==> src/rtl/four_source_irq_map.svh <==
/*
  register offsets, field positions, reset values and widths of the
  four source interrupt unit.
  assumes: included by bare name, definitions only.
*/
`ifndef FOUR_SOURCE_IRQ_MAP_SVH
`define FOUR_SOURCE_IRQ_MAP_SVH

// ----------------------------------------------------------------
// bus widths, source count and counter widths
// ----------------------------------------------------------------
`define FSI_ADDR_W        4
`define FSI_DATA_W        8
`define FSI_NUM_SRC       4
`define FSI_WIDE_CNT_W    8
`define FSI_NARROW_CNT_W  4

// ----------------------------------------------------------------
// register offsets
// ----------------------------------------------------------------
`define FSI_ADDR_ENABLE    4'h0
`define FSI_ADDR_STATUS    4'h1
`define FSI_ADDR_PRE_SP    4'h2
`define FSI_ADDR_PRE_HR    4'h3
`define FSI_ADDR_PRE_TM    4'h4
`define FSI_ADDR_RUN       4'h5
`define FSI_ADDR_CNT_SP    4'h6
`define FSI_ADDR_CNT_HR    4'h7
`define FSI_ADDR_CNT_TM    4'h8

// ----------------------------------------------------------------
// source bit positions (enable, status, pending; run for all but external)
// ----------------------------------------------------------------
`define FSI_SRC_SPEECH     0
`define FSI_SRC_HRTIMER    1
`define FSI_SRC_TIMER      2
`define FSI_SRC_EXTERNAL   3

// ----------------------------------------------------------------
// reset values
// ----------------------------------------------------------------
`define FSI_ENABLE_RST     4'h0
`define FSI_STATUS_RST     4'h0
`define FSI_RUN_RST        3'h0
`define FSI_PRE_WIDE_RST   8'h00
`define FSI_PRE_NARROW_RST 4'h0
`define FSI_RDATA_RST      8'h00
`define FSI_SYNC_RST       3'h0

`endif

==> src/rtl/four_source_irq_pkg.sv <==
/*
  types of the four source interrupt unit: bus request carrier and
  the packed state of the top module.
  assumes: four_source_irq_map.svh on the include path.
*/
`include "four_source_irq_map.svh"

package four_source_irq_pkg;

  // ----------------------------------------------------------------
  // register port request
  // ----------------------------------------------------------------
  typedef struct packed {
    logic [`FSI_ADDR_W-1:0] addr;
    logic [`FSI_DATA_W-1:0] wdata;
    logic                   we;
    logic                   re;
  } bus_req_s;

  // ----------------------------------------------------------------
  // complete state of the top module
  // ----------------------------------------------------------------
  typedef struct packed {
    logic [`FSI_NUM_SRC-1:0]      enable;
    logic [`FSI_NUM_SRC-1:0]      status;
    logic [`FSI_WIDE_CNT_W-1:0]   pre_sp;
    logic [`FSI_WIDE_CNT_W-1:0]   pre_hr;
    logic [`FSI_NARROW_CNT_W-1:0] pre_tm;
    logic [2:0]                   run;
    logic [2:0]                   ext_sync;
    logic [`FSI_DATA_W-1:0]       rdata;
  } unit_state_s;

endpackage

==> src/rtl/preload_counter.sv <==
/*
  preload counter: counts up from a preload value, pulses terminal at
  the all-ones count and reloads the preload in the same edge.
  assumes: preload and run come from flops on the same clock.
*/
`timescale 1ns/1ps

module preload_counter #(
  parameter int W = 8
) (
  input  wire logic         clk,
  input  wire logic         rst,
  input  wire logic         run,
  input  wire logic [W-1:0] preload,
  output logic      [W-1:0] count,
  output logic              terminal
);

  typedef struct packed {
    logic [W-1:0] cnt;
    logic         tc;
  } cnt_state_s;

  cnt_state_s q;
  cnt_state_s d;

  // ----------------------------------------------------------------
  // next state
  // ----------------------------------------------------------------
  always_comb begin
    d    = q;
    d.tc = 1'b0;
    if (!run) begin
      d.cnt = preload;
    end else if (q.cnt == {W{1'b1}}) begin
      d.cnt = preload;
      d.tc  = 1'b1;
    end else begin
      d.cnt = q.cnt + {{(W-1){1'b0}}, 1'b1};
    end
  end

  always_ff @(posedge clk) begin
    if (rst) begin
      q <= '0;
    end else begin
      q <= d;
    end
  end

  assign count    = q.cnt;
  assign terminal = q.tc;
endmodule

==> src/rtl/four_source_interrupt_unit.sv <==
/*
  four source interrupt unit: speech and high resolution counters,
  general timer counter, external rising-edge pad; per source enable,
  sticky status flags and one combined request to the core.
  assumes: core drives the register port on clk; the pad is async.
*/
// Implementation choices: the address map and the plain strobed port.
//
// Contract
// - four sources, each with own enable
// - each source has readable status flag
// - speech, hr timer: 8-bit preload counters
// - general timer: 4-bit preload counter
// - external flag on pad rising edge
`timescale 1ns/1ps
`include "four_source_irq_map.svh"

module four_source_interrupt_unit (
  input  wire logic                             clk,
  input  wire logic                             rst,
  input  wire four_source_irq_pkg::bus_req_s    bus_req,
  output logic      [`FSI_DATA_W-1:0]           rdata,
  input  wire logic                             input_port_bit3_pad,
  output logic      [`FSI_NUM_SRC-1:0]          pending,
  output logic                                  irq_req
);

  four_source_irq_pkg::unit_state_s q;
  four_source_irq_pkg::unit_state_s d;

  logic [`FSI_WIDE_CNT_W-1:0]   cnt_sp;
  logic [`FSI_WIDE_CNT_W-1:0]   cnt_hr;
  logic [`FSI_NARROW_CNT_W-1:0] cnt_tm;
  logic                         tc_sp;
  logic                         tc_hr;
  logic                         tc_tm;
  logic                         ext_rise;
  logic [`FSI_NUM_SRC-1:0]      events;
  logic [`FSI_NUM_SRC-1:0]      clr;

  // ----------------------------------------------------------------
  // helpers
  // ----------------------------------------------------------------
  function automatic logic wr_at(input four_source_irq_pkg::bus_req_s r,
                                 input logic [`FSI_ADDR_W-1:0] a);
    return r.we && (r.addr == a);
  endfunction

  function automatic logic [`FSI_DATA_W-1:0] pad4(input logic [3:0] v);
    return {4'h0, v};
  endfunction

  // ----------------------------------------------------------------
  // counters
  // ----------------------------------------------------------------
  preload_counter #(.W(`FSI_WIDE_CNT_W)) u_cnt_sp (
    .clk      (clk),
    .rst      (rst),
    .run      (q.run[`FSI_SRC_SPEECH]),
    .preload  (q.pre_sp),
    .count    (cnt_sp),
    .terminal (tc_sp)
  );

  preload_counter #(.W(`FSI_WIDE_CNT_W)) u_cnt_hr (
    .clk      (clk),
    .rst      (rst),
    .run      (q.run[`FSI_SRC_HRTIMER]),
    .preload  (q.pre_hr),
    .count    (cnt_hr),
    .terminal (tc_hr)
  );

  preload_counter #(.W(`FSI_NARROW_CNT_W)) u_cnt_tm (
    .clk      (clk),
    .rst      (rst),
    .run      (q.run[`FSI_SRC_TIMER]),
    .preload  (q.pre_tm),
    .count    (cnt_tm),
    .terminal (tc_tm)
  );

  // ----------------------------------------------------------------
  // events and clears
  // ----------------------------------------------------------------
  assign ext_rise = q.ext_sync[1] && !q.ext_sync[2];
  assign events   = {ext_rise, tc_tm, tc_hr, tc_sp};
  assign clr      = wr_at(bus_req, `FSI_ADDR_STATUS) ?
                    bus_req.wdata[`FSI_NUM_SRC-1:0] : 4'h0;

  // ----------------------------------------------------------------
  // next state
  // ----------------------------------------------------------------
  always_comb begin
    d          = q;
    d.ext_sync = {q.ext_sync[1:0], input_port_bit3_pad};
    d.status   = (q.status & ~clr) | events;
    if (wr_at(bus_req, `FSI_ADDR_ENABLE)) begin
      d.enable = bus_req.wdata[`FSI_NUM_SRC-1:0];
    end
    if (wr_at(bus_req, `FSI_ADDR_PRE_SP)) begin
      d.pre_sp = bus_req.wdata;
    end
    if (wr_at(bus_req, `FSI_ADDR_PRE_HR)) begin
      d.pre_hr = bus_req.wdata;
    end
    if (wr_at(bus_req, `FSI_ADDR_PRE_TM)) begin
      d.pre_tm = bus_req.wdata[`FSI_NARROW_CNT_W-1:0];
    end
    if (wr_at(bus_req, `FSI_ADDR_RUN)) begin
      d.run = bus_req.wdata[2:0];
    end
    d.rdata = `FSI_RDATA_RST;
    if (bus_req.re) begin
      if (bus_req.addr == `FSI_ADDR_ENABLE) begin
        d.rdata = pad4(q.enable);
      end else if (bus_req.addr == `FSI_ADDR_STATUS) begin
        d.rdata = pad4(q.status);
      end else if (bus_req.addr == `FSI_ADDR_PRE_SP) begin
        d.rdata = q.pre_sp;
      end else if (bus_req.addr == `FSI_ADDR_PRE_HR) begin
        d.rdata = q.pre_hr;
      end else if (bus_req.addr == `FSI_ADDR_PRE_TM) begin
        d.rdata = pad4(q.pre_tm);
      end else if (bus_req.addr == `FSI_ADDR_RUN) begin
        d.rdata = {5'h00, q.run};
      end else if (bus_req.addr == `FSI_ADDR_CNT_SP) begin
        d.rdata = cnt_sp;
      end else if (bus_req.addr == `FSI_ADDR_CNT_HR) begin
        d.rdata = cnt_hr;
      end else if (bus_req.addr == `FSI_ADDR_CNT_TM) begin
        d.rdata = pad4(cnt_tm);
      end else begin
        d.rdata = `FSI_RDATA_RST;
      end
    end
  end

  // ----------------------------------------------------------------
  // state register
  // ----------------------------------------------------------------
  always_ff @(posedge clk) begin
    if (rst) begin
      q.enable   <= `FSI_ENABLE_RST;
      q.status   <= `FSI_STATUS_RST;
      q.pre_sp   <= `FSI_PRE_WIDE_RST;
      q.pre_hr   <= `FSI_PRE_WIDE_RST;
      q.pre_tm   <= `FSI_PRE_NARROW_RST;
      q.run      <= `FSI_RUN_RST;
      q.ext_sync <= `FSI_SYNC_RST;
      q.rdata    <= `FSI_RDATA_RST;
    end else begin
      q <= d;
    end
  end

  // ----------------------------------------------------------------
  // outputs
  // ----------------------------------------------------------------
  assign rdata   = q.rdata;
  assign pending = q.status & q.enable;
  assign irq_req = |pending;
endmodule

==> config.mk <==
export PLATFORM = sky130hd
export DESIGN_NAME = four_source_interrupt_unit
export DESIGN_NICKNAME = d
export VERILOG_FILES = /design/src/rtl/four_source_irq_pkg.sv /design/src/rtl/preload_counter.sv /design/src/rtl/four_source_interrupt_unit.sv
export VERILOG_INCLUDE_DIRS = /design/src /design/src/rtl
export SDC_FILE = /design/constraint.sdc
export NUM_CORES = 1
export LEC_CHECK = 0
export ABC_CLOCK_PERIOD_IN_PS = 1450
export BUFFER_PORTS_ARGS = -buffer_cell sky130_fd_sc_hd__buf_2
export CAP_MARGIN = 10
export CORE_ASPECT_RATIO = 1.1
export CORE_UTILIZATION = 53
export DETAILED_ROUTE_END_ITERATION = 8
export PLACE_DENSITY = 0.73
export SLEW_MARGIN = 10
export SYNTH_ARGS = -nofsm -noshare
export SYNTH_HDL_FRONTEND = slang
export SYNTH_SLANG_ARGS = --single-unit
==> constraint.sdc <==
create_clock -name clk -period 1.45 [get_ports clk]
set_clock_uncertainty 0.05 [all_clocks]
set_input_delay 0.2175 -clock clk [delete_from_list [all_inputs] [get_ports clk]]
set_output_delay 0.2175 -clock clk [all_outputs]
set_load 0.02 [all_outputs]
* Word level (Yosys, flattened, before mapping)
Index checks and enable logic that the tools add are counted.
** Storage, ports and cells
- Register bits :: 65
- Output and inout bits :: 13
- Word-level logic and storage cells :: 71
** Operators by class
- Add/subtract/negate cells :: 3
- Equal/unequal tests :: 11
- Multiplexer cells :: 19
- Bitwise logic cells :: 8
- Reductions and logical operators :: 15
** Operators with widths (number)
- 8-bit 2-to-1 mux :: 10
- 4-bit 2-to-1 mux :: 6
- 8-bit by 1-bit adder with 8-bit output, second input constant :: 2
- 4-bit by 3-bit equality test with 1-bit output, second input constant :: 4
- 8-bit equality test, second input constant :: 2
- 4-bit bitwise AND :: 2
- 4-bit by 2-bit equality test with 1-bit output, second input constant :: 2
- 4-bit equality test, second input constant :: 2
- 2-bit OR reduction :: 4
- 4-bit OR reduction :: 2
- 1-bit logical AND :: 7
- 4-bit by 1-bit adder with 4-bit output, second input constant :: 1
- 4-bit by 1-bit equality test with 1-bit output, second input constant :: 1
- 4-bit logical NOT :: 1
- 1-bit inverter :: 4
- 4-bit inverter :: 1
- 4-bit bitwise OR :: 1
- 1-bit 2-to-1 mux :: 3
- 1-bit logical NOT :: 1

* Logic depth before layout (Yosys ltp)
- Depth after elaboration :: 10
- Depth in mapped cells :: 7
- Gate-level depth less buffers :: 6

* Modules after synthesis
From an unflattened synthesis, not the netlist that was laid out.
** Unflattened totals
- Cell total of the unflattened synthesis :: 375
- Area total of the unflattened synthesis :: 3339.5 sq um
** By module, submodules not included
- four_source_interrupt_unit :: times used 1, cells an instance 251, area an instance 2170.8 sq um, seq. area each 840.8 sq um
- preload_counter (u_cnt_hr ...) :: times used 2, cells an instance 48, area an instance 459.2 sq um, seq. area each 180.2 sq um
- preload_counter (u_cnt_tm) :: times used 1, cells an instance 28, area an instance 250.2 sq um, seq. area each 100.1 sq um

* Worst setup path before layout
No wires, ideal clock.
- Path kind :: reg2reg
- Start :: register u_cnt_sp.q, in the netlist u_cnt_sp.count[0]
- End :: register u_cnt_sp.q, in the netlist u_cnt_sp.count[2]
- Setup time :: 0.086 ns
- Data arrival time :: 1.384 ns
- Required time :: 1.314 ns
- Path slack :: -0.070 ns
- Cell stages (with the launch flop) :: 8
- Cells stage by stage :: dfxtp_1 -> ha_1 -> nand3_1 -> nor3_1 -> nor2b_1 -> buf_2 -> nor2_1 -> a211oi_1
** On the way
- Word-level cells in the longest chain between the ends :: 3
** RTL lines
- from (decl) :: RTL line preload_counter.sv:24 : cnt_state_s q;
- from (signal assigned) :: RTL line preload_counter.sv:45 : q <= '0;
- from (signal assigned) :: RTL line preload_counter.sv:47 : q <= d;
- 8-bit by 1-bit adder with 8-bit output or 8-bit equality test (tied branches) :: RTL line preload_counter.sv:39, preload_counter.sv:35
- 8-bit 2-to-1 mux * :: RTL line preload_counter.sv:35 : end else if (q.cnt == {W{1'b1}}) begin
- 8-bit 2-to-1 mux * :: RTL line preload_counter.sv:33 : if (!run) begin
Every way passes the cells marked *; elsewhere a longest branch is shown, timed or not.
A chain may end at the register's enable or synchronous reset.

* Final worst setup path
- Start :: register q[35] in the netlist's numbering
- End :: output port irq_req
** On the way
- Word-level cells in the longest chain between the ends :: 2
** RTL lines
- from (decl) :: RTL line four_source_interrupt_unit.sv:28 : four_source_irq_pkg::unit_state_s q;
- 4-bit bitwise AND :: RTL line four_source_interrupt_unit.sv:161 : assign pending = q.status & q.enable;
- 4-bit OR reduction :: RTL line four_source_interrupt_unit.sv:162 : assign irq_req = |pending;
- to (decl) :: RTL line four_source_interrupt_unit.sv:25 : output logic irq_req
No other way between the ends.

==> flow_summary.json <==
{
  "power_frac_seq": 0.488,
  "drt-initial-drc-count": 264,
  "async_flop_share": 0,
  "cellPowerDensity_nw_per_um2": 924.3,
  "portBuffers": 29,
  "setup_viol": 1,
  "violations": "setup timing",
  "endpoint_kind": "output pin",
  "internal_power_w": 0.002835,
  "grt_overflow": 0,
  "fin_crit_sh": 1.203,
  "placed_cell_area_um2": 3687,
  "vias_per_cell": 5.641,
  "synth_edf_count": 0,
  "clk_pin_slew_ns": 0.06,
  "rows": 29,
  "clockBufferDepth": 2,
  "die_h_um": 83.95,
  "crit_arrival_ns": 1.48,
  "p_leak_nw": 1.729,
  "postRouteWirelength_mm": 8.529,
  "worst_hold_path_type": "input port to flip-flop",
  "drv_cap": 0,
  "synth.avg_cell_area_um2": 8.889,
  "post_drt_wl_per_cell_um": 16.82,
  "r2r_cells": 5,
  "holdBufCountCts": 0,
  "ir_worst_vdd_mv": 0.8133,
  "final_util": 0.6927,
  "hold_violations": 0,
  "sw_frac_of_total": 0.2420,
  "place_inst": 488,
  "fmax_ghz": 0.5731,
  "initial_core_util": 0.5539,
  "combPwrFrac": 0.096,
  "dominantRegCellSynth": "dfxtp_1",
  "path_class": "flip-flop to output pin",
  "synth_cell_types": 48,
  "reg2reg_to": "u_cnt_hr.count[0]$_SDFF_PP0_",
  "grt_pass1_vias": 2791,
  "antenna_found_initial": 0,
  "worst_pin_slew_ns": 0.4603,
  "htree_levels": 3,
  "core_area_um2": 5842,
  "cts_tree": "yes",
  "ys_ff_latch": 65,
  "cp-start-kind": "flip-flop",
  "r2r-start": "u_cnt_hr.count[5]$_SDFF_PP0_",
  "io_pins": 30,
  "fin_cells": 507,
  "diodes": 0,
  "gp_congestion": 0.9636,
  "p_switching_w": 0.0009052,
  "cts_buffers": 9,
  "place_hpwl_mm": 5.790,
  "grt_pass1_wl_mm": 13.79,
  "die_area_um2": 6421,
  "ys_warn_count": 0,
  "cp-endpoint": "irq_req",
  "syn_area_um2": 3236,
  "vias": 2860,
  "clkPwrFrac": 0.415,
  "synthesis.nets": 384,
  "setup_tns_ns": -0.2949,
  "ant_nets": 0,
  "fin_area_um2": 4046,
  "first_pass_iters": 5,
  "synthCells": 364,
  "fin_crit_ns": 1.745,
  "grt_max_degree": 58,
  "max_slew_margin": 0.6923,
  "drive_above_1_share": 0.3163,
  "area_growth_pct": 25.06,
  "maxSlewViolCount": 0,
  "whs_ns": 0.03203,
  "required_ns": 1.18,
  "r2r_setup_slack_ns": 0.04,
  "die_x_um": 76.50,
  "setup_ws_ns": -0.2949,
  "grt_util_all_layers": 0.2789,
  "clkLatencyLatePin_ns": 0.35,
  "path_max_fanout": 2,
  "num-nets-final": 446,
  "cts.sinks": 65,
  "startpoint": "q[35]$_SDFF_PP0_",
  "root_buffer": "clkbuf_8",
  "remaining_drc_errors": 0,
  "yosysSeqAreaShare": 0.4022,
  "rsz0062_at_grt": "yes",
  "status": "finished with violations"
}
## worst min-delay path by stage
| stage | slack (ns) | cells past startpoint | to | start |
|---|---|---|---|---|
| finish | 0.03 | 2 | d[9]$_SDFF_PP0_ | input_port_bit3_pad |
| detailed placement | 0.38 | 1 | d[10]$_SDFF_PP0_ | d[9]$_SDFF_PP0_ |
| CTS | 0.03 | 2 | d[9]$_SDFF_PP0_ | input_port_bit3_pad |
| global route | 0.07 | 2 | d[9]$_SDFF_PP0_ | input_port_bit3_pad |
| floorplan | 0.30 | 1 | d[9]$_SDFF_PP0_ | input_port_bit3_pad |
| global placement | 0.37 | 1 | d[10]$_SDFF_PP0_ | d[9]$_SDFF_PP0_ |
## cell families (layout without fill, tap and decap cells)
| logic type | after synthesis | after routing | synth area share |
|---|---|---|---|
| adder cells (fa/ha/maj) | 3 | 3 | 0.01160 |
| XOR/XNOR | 14 | 14 | 0.03790 |
| AO/OA/AOI/OAI | 63 | 63 | 0.1276 |
| buffers and inverters | 32 | 97 | 0.06419 |
| flip-flops | 65 | 65 | 0.4022 |
| multiplexers | 38 | 38 | 0.1214 |
| AND/OR/NAND/NOR | 149 | 150 | 0.2351 |
## metrics by stage
stage                     total power (W)  setup WS [ns]
after floorplan                  0.002073       0.007043
after global placement           0.002200        -0.2271
after detailed placement         0.002204        -0.2766
after CTS                        0.003734        -0.3010
after global routing             0.003852        -0.3149
final                            0.003740        -0.2949
## power by group through the flow
| stage | Sequential (W) | Clock [W] | Combinational, W |
|---|---|---|---|
| CTS | 0.00182 | 0.00157 | 0.000344 |
| floorplan | 0.00186 | 0 | 0.000211 |
| finish | 0.00183 | 0.00155 | 0.000361 |
| global placement | 0.00186 | 0 | 0.000336 |
| global route | 0.00183 | 0.00164 | 0.000388 |
| detailed placement | 0.00187 | 0 | 0.000339 |
## per-layer routing
metal,routed length [µm],vias to the layer above,track usage
li1,-,1395,-
met1,3843,1364,0.3726
met2,4015,84,0.4341
met3,472,17,0.04372
met4,197,0,0.1416
met5,0,-,0
## what timing repair did
item / in CTS / in global routing
endpoints found under the setup margin: 12 / 20
gates cloned: 0 / 1
gates resized for setup: 11 / 26
buffers inserted: 2 / 1
pin swaps: 1 / 8
## cell usage after synthesis (2+ instances only)
library cell	n	share of area
a211oi_1	13	0.030
a21oi_1	20	0.031
a22oi_1	3	0.0070
a32oi_1	3	0.0081
and2_1	7	0.014
and3_1	4	0.0077
and3b_1	2	0.0054
buf_2	4	0.0062
buf_4	13	0.030
buf_6	3	0.010
clkbuf_1	9	0.010
dfxtp_1	65	0.40
ha_1	3	0.012
inv_1	2	0.0023
mux2i_1	37	0.11
nand2_1	27	0.031
nand2b_1	10	0.019
nand3_1	12	0.019
nor2_1	59	0.068
nor2b_1	11	0.021
nor3_1	3	0.0046
nor3b_1	2	0.0046
o21ai_0	6	0.0093
o21ai_1	3	0.0046
o22ai_1	7	0.014
o31ai_1	2	0.0046
xnor2_1	5	0.014
xor2_1	9	0.024
## registers in the layout, summed over array words and instances, names as in the netlist
register / count
u_cnt_sp.count: 8
u_cnt_hr.count: 8
d: 2
q: 32
rdata: 8
u_cnt_tm.terminal: 1
u_cnt_tm.count: 4
u_cnt_sp.terminal: 1
u_cnt_hr.terminal: 1
## layout by cell type, fill, tap and decap left out, types with 11 or more instances in the layout
cell / instances
clkbuf_8: 11
nor2_1: 58
buf_4: 48
dfxtp_2: 11
buf_2: 28
nand3_1: 11
nand2_1: 26
dfxtp_1: 54
a211oi_1: 11
mux2i_1: 37
a21oi_1: 18
## final cells by class
| type | instances | area [µm²] |
|---|---|---|
| timing repair buffer | 80 | 571.8 |
| sequential | 65 | 1315 |
| tap | 77 | 96.34 |
| fill | 463 | 1795 |
| clock inverter | 3 | 40.04 |
| multi-input combinational | 268 | 1861 |
| inverter | 2 | 7.507 |
| clock buffer | 12 | 155.1 |
## worst max-delay path: stages, from the launching register on
cell and delay, ns:
dfxtp_2 0.32, and2_4 0.15, or4_4 0.52, buf_6 0.14
(Power assumes the default switching activity.)
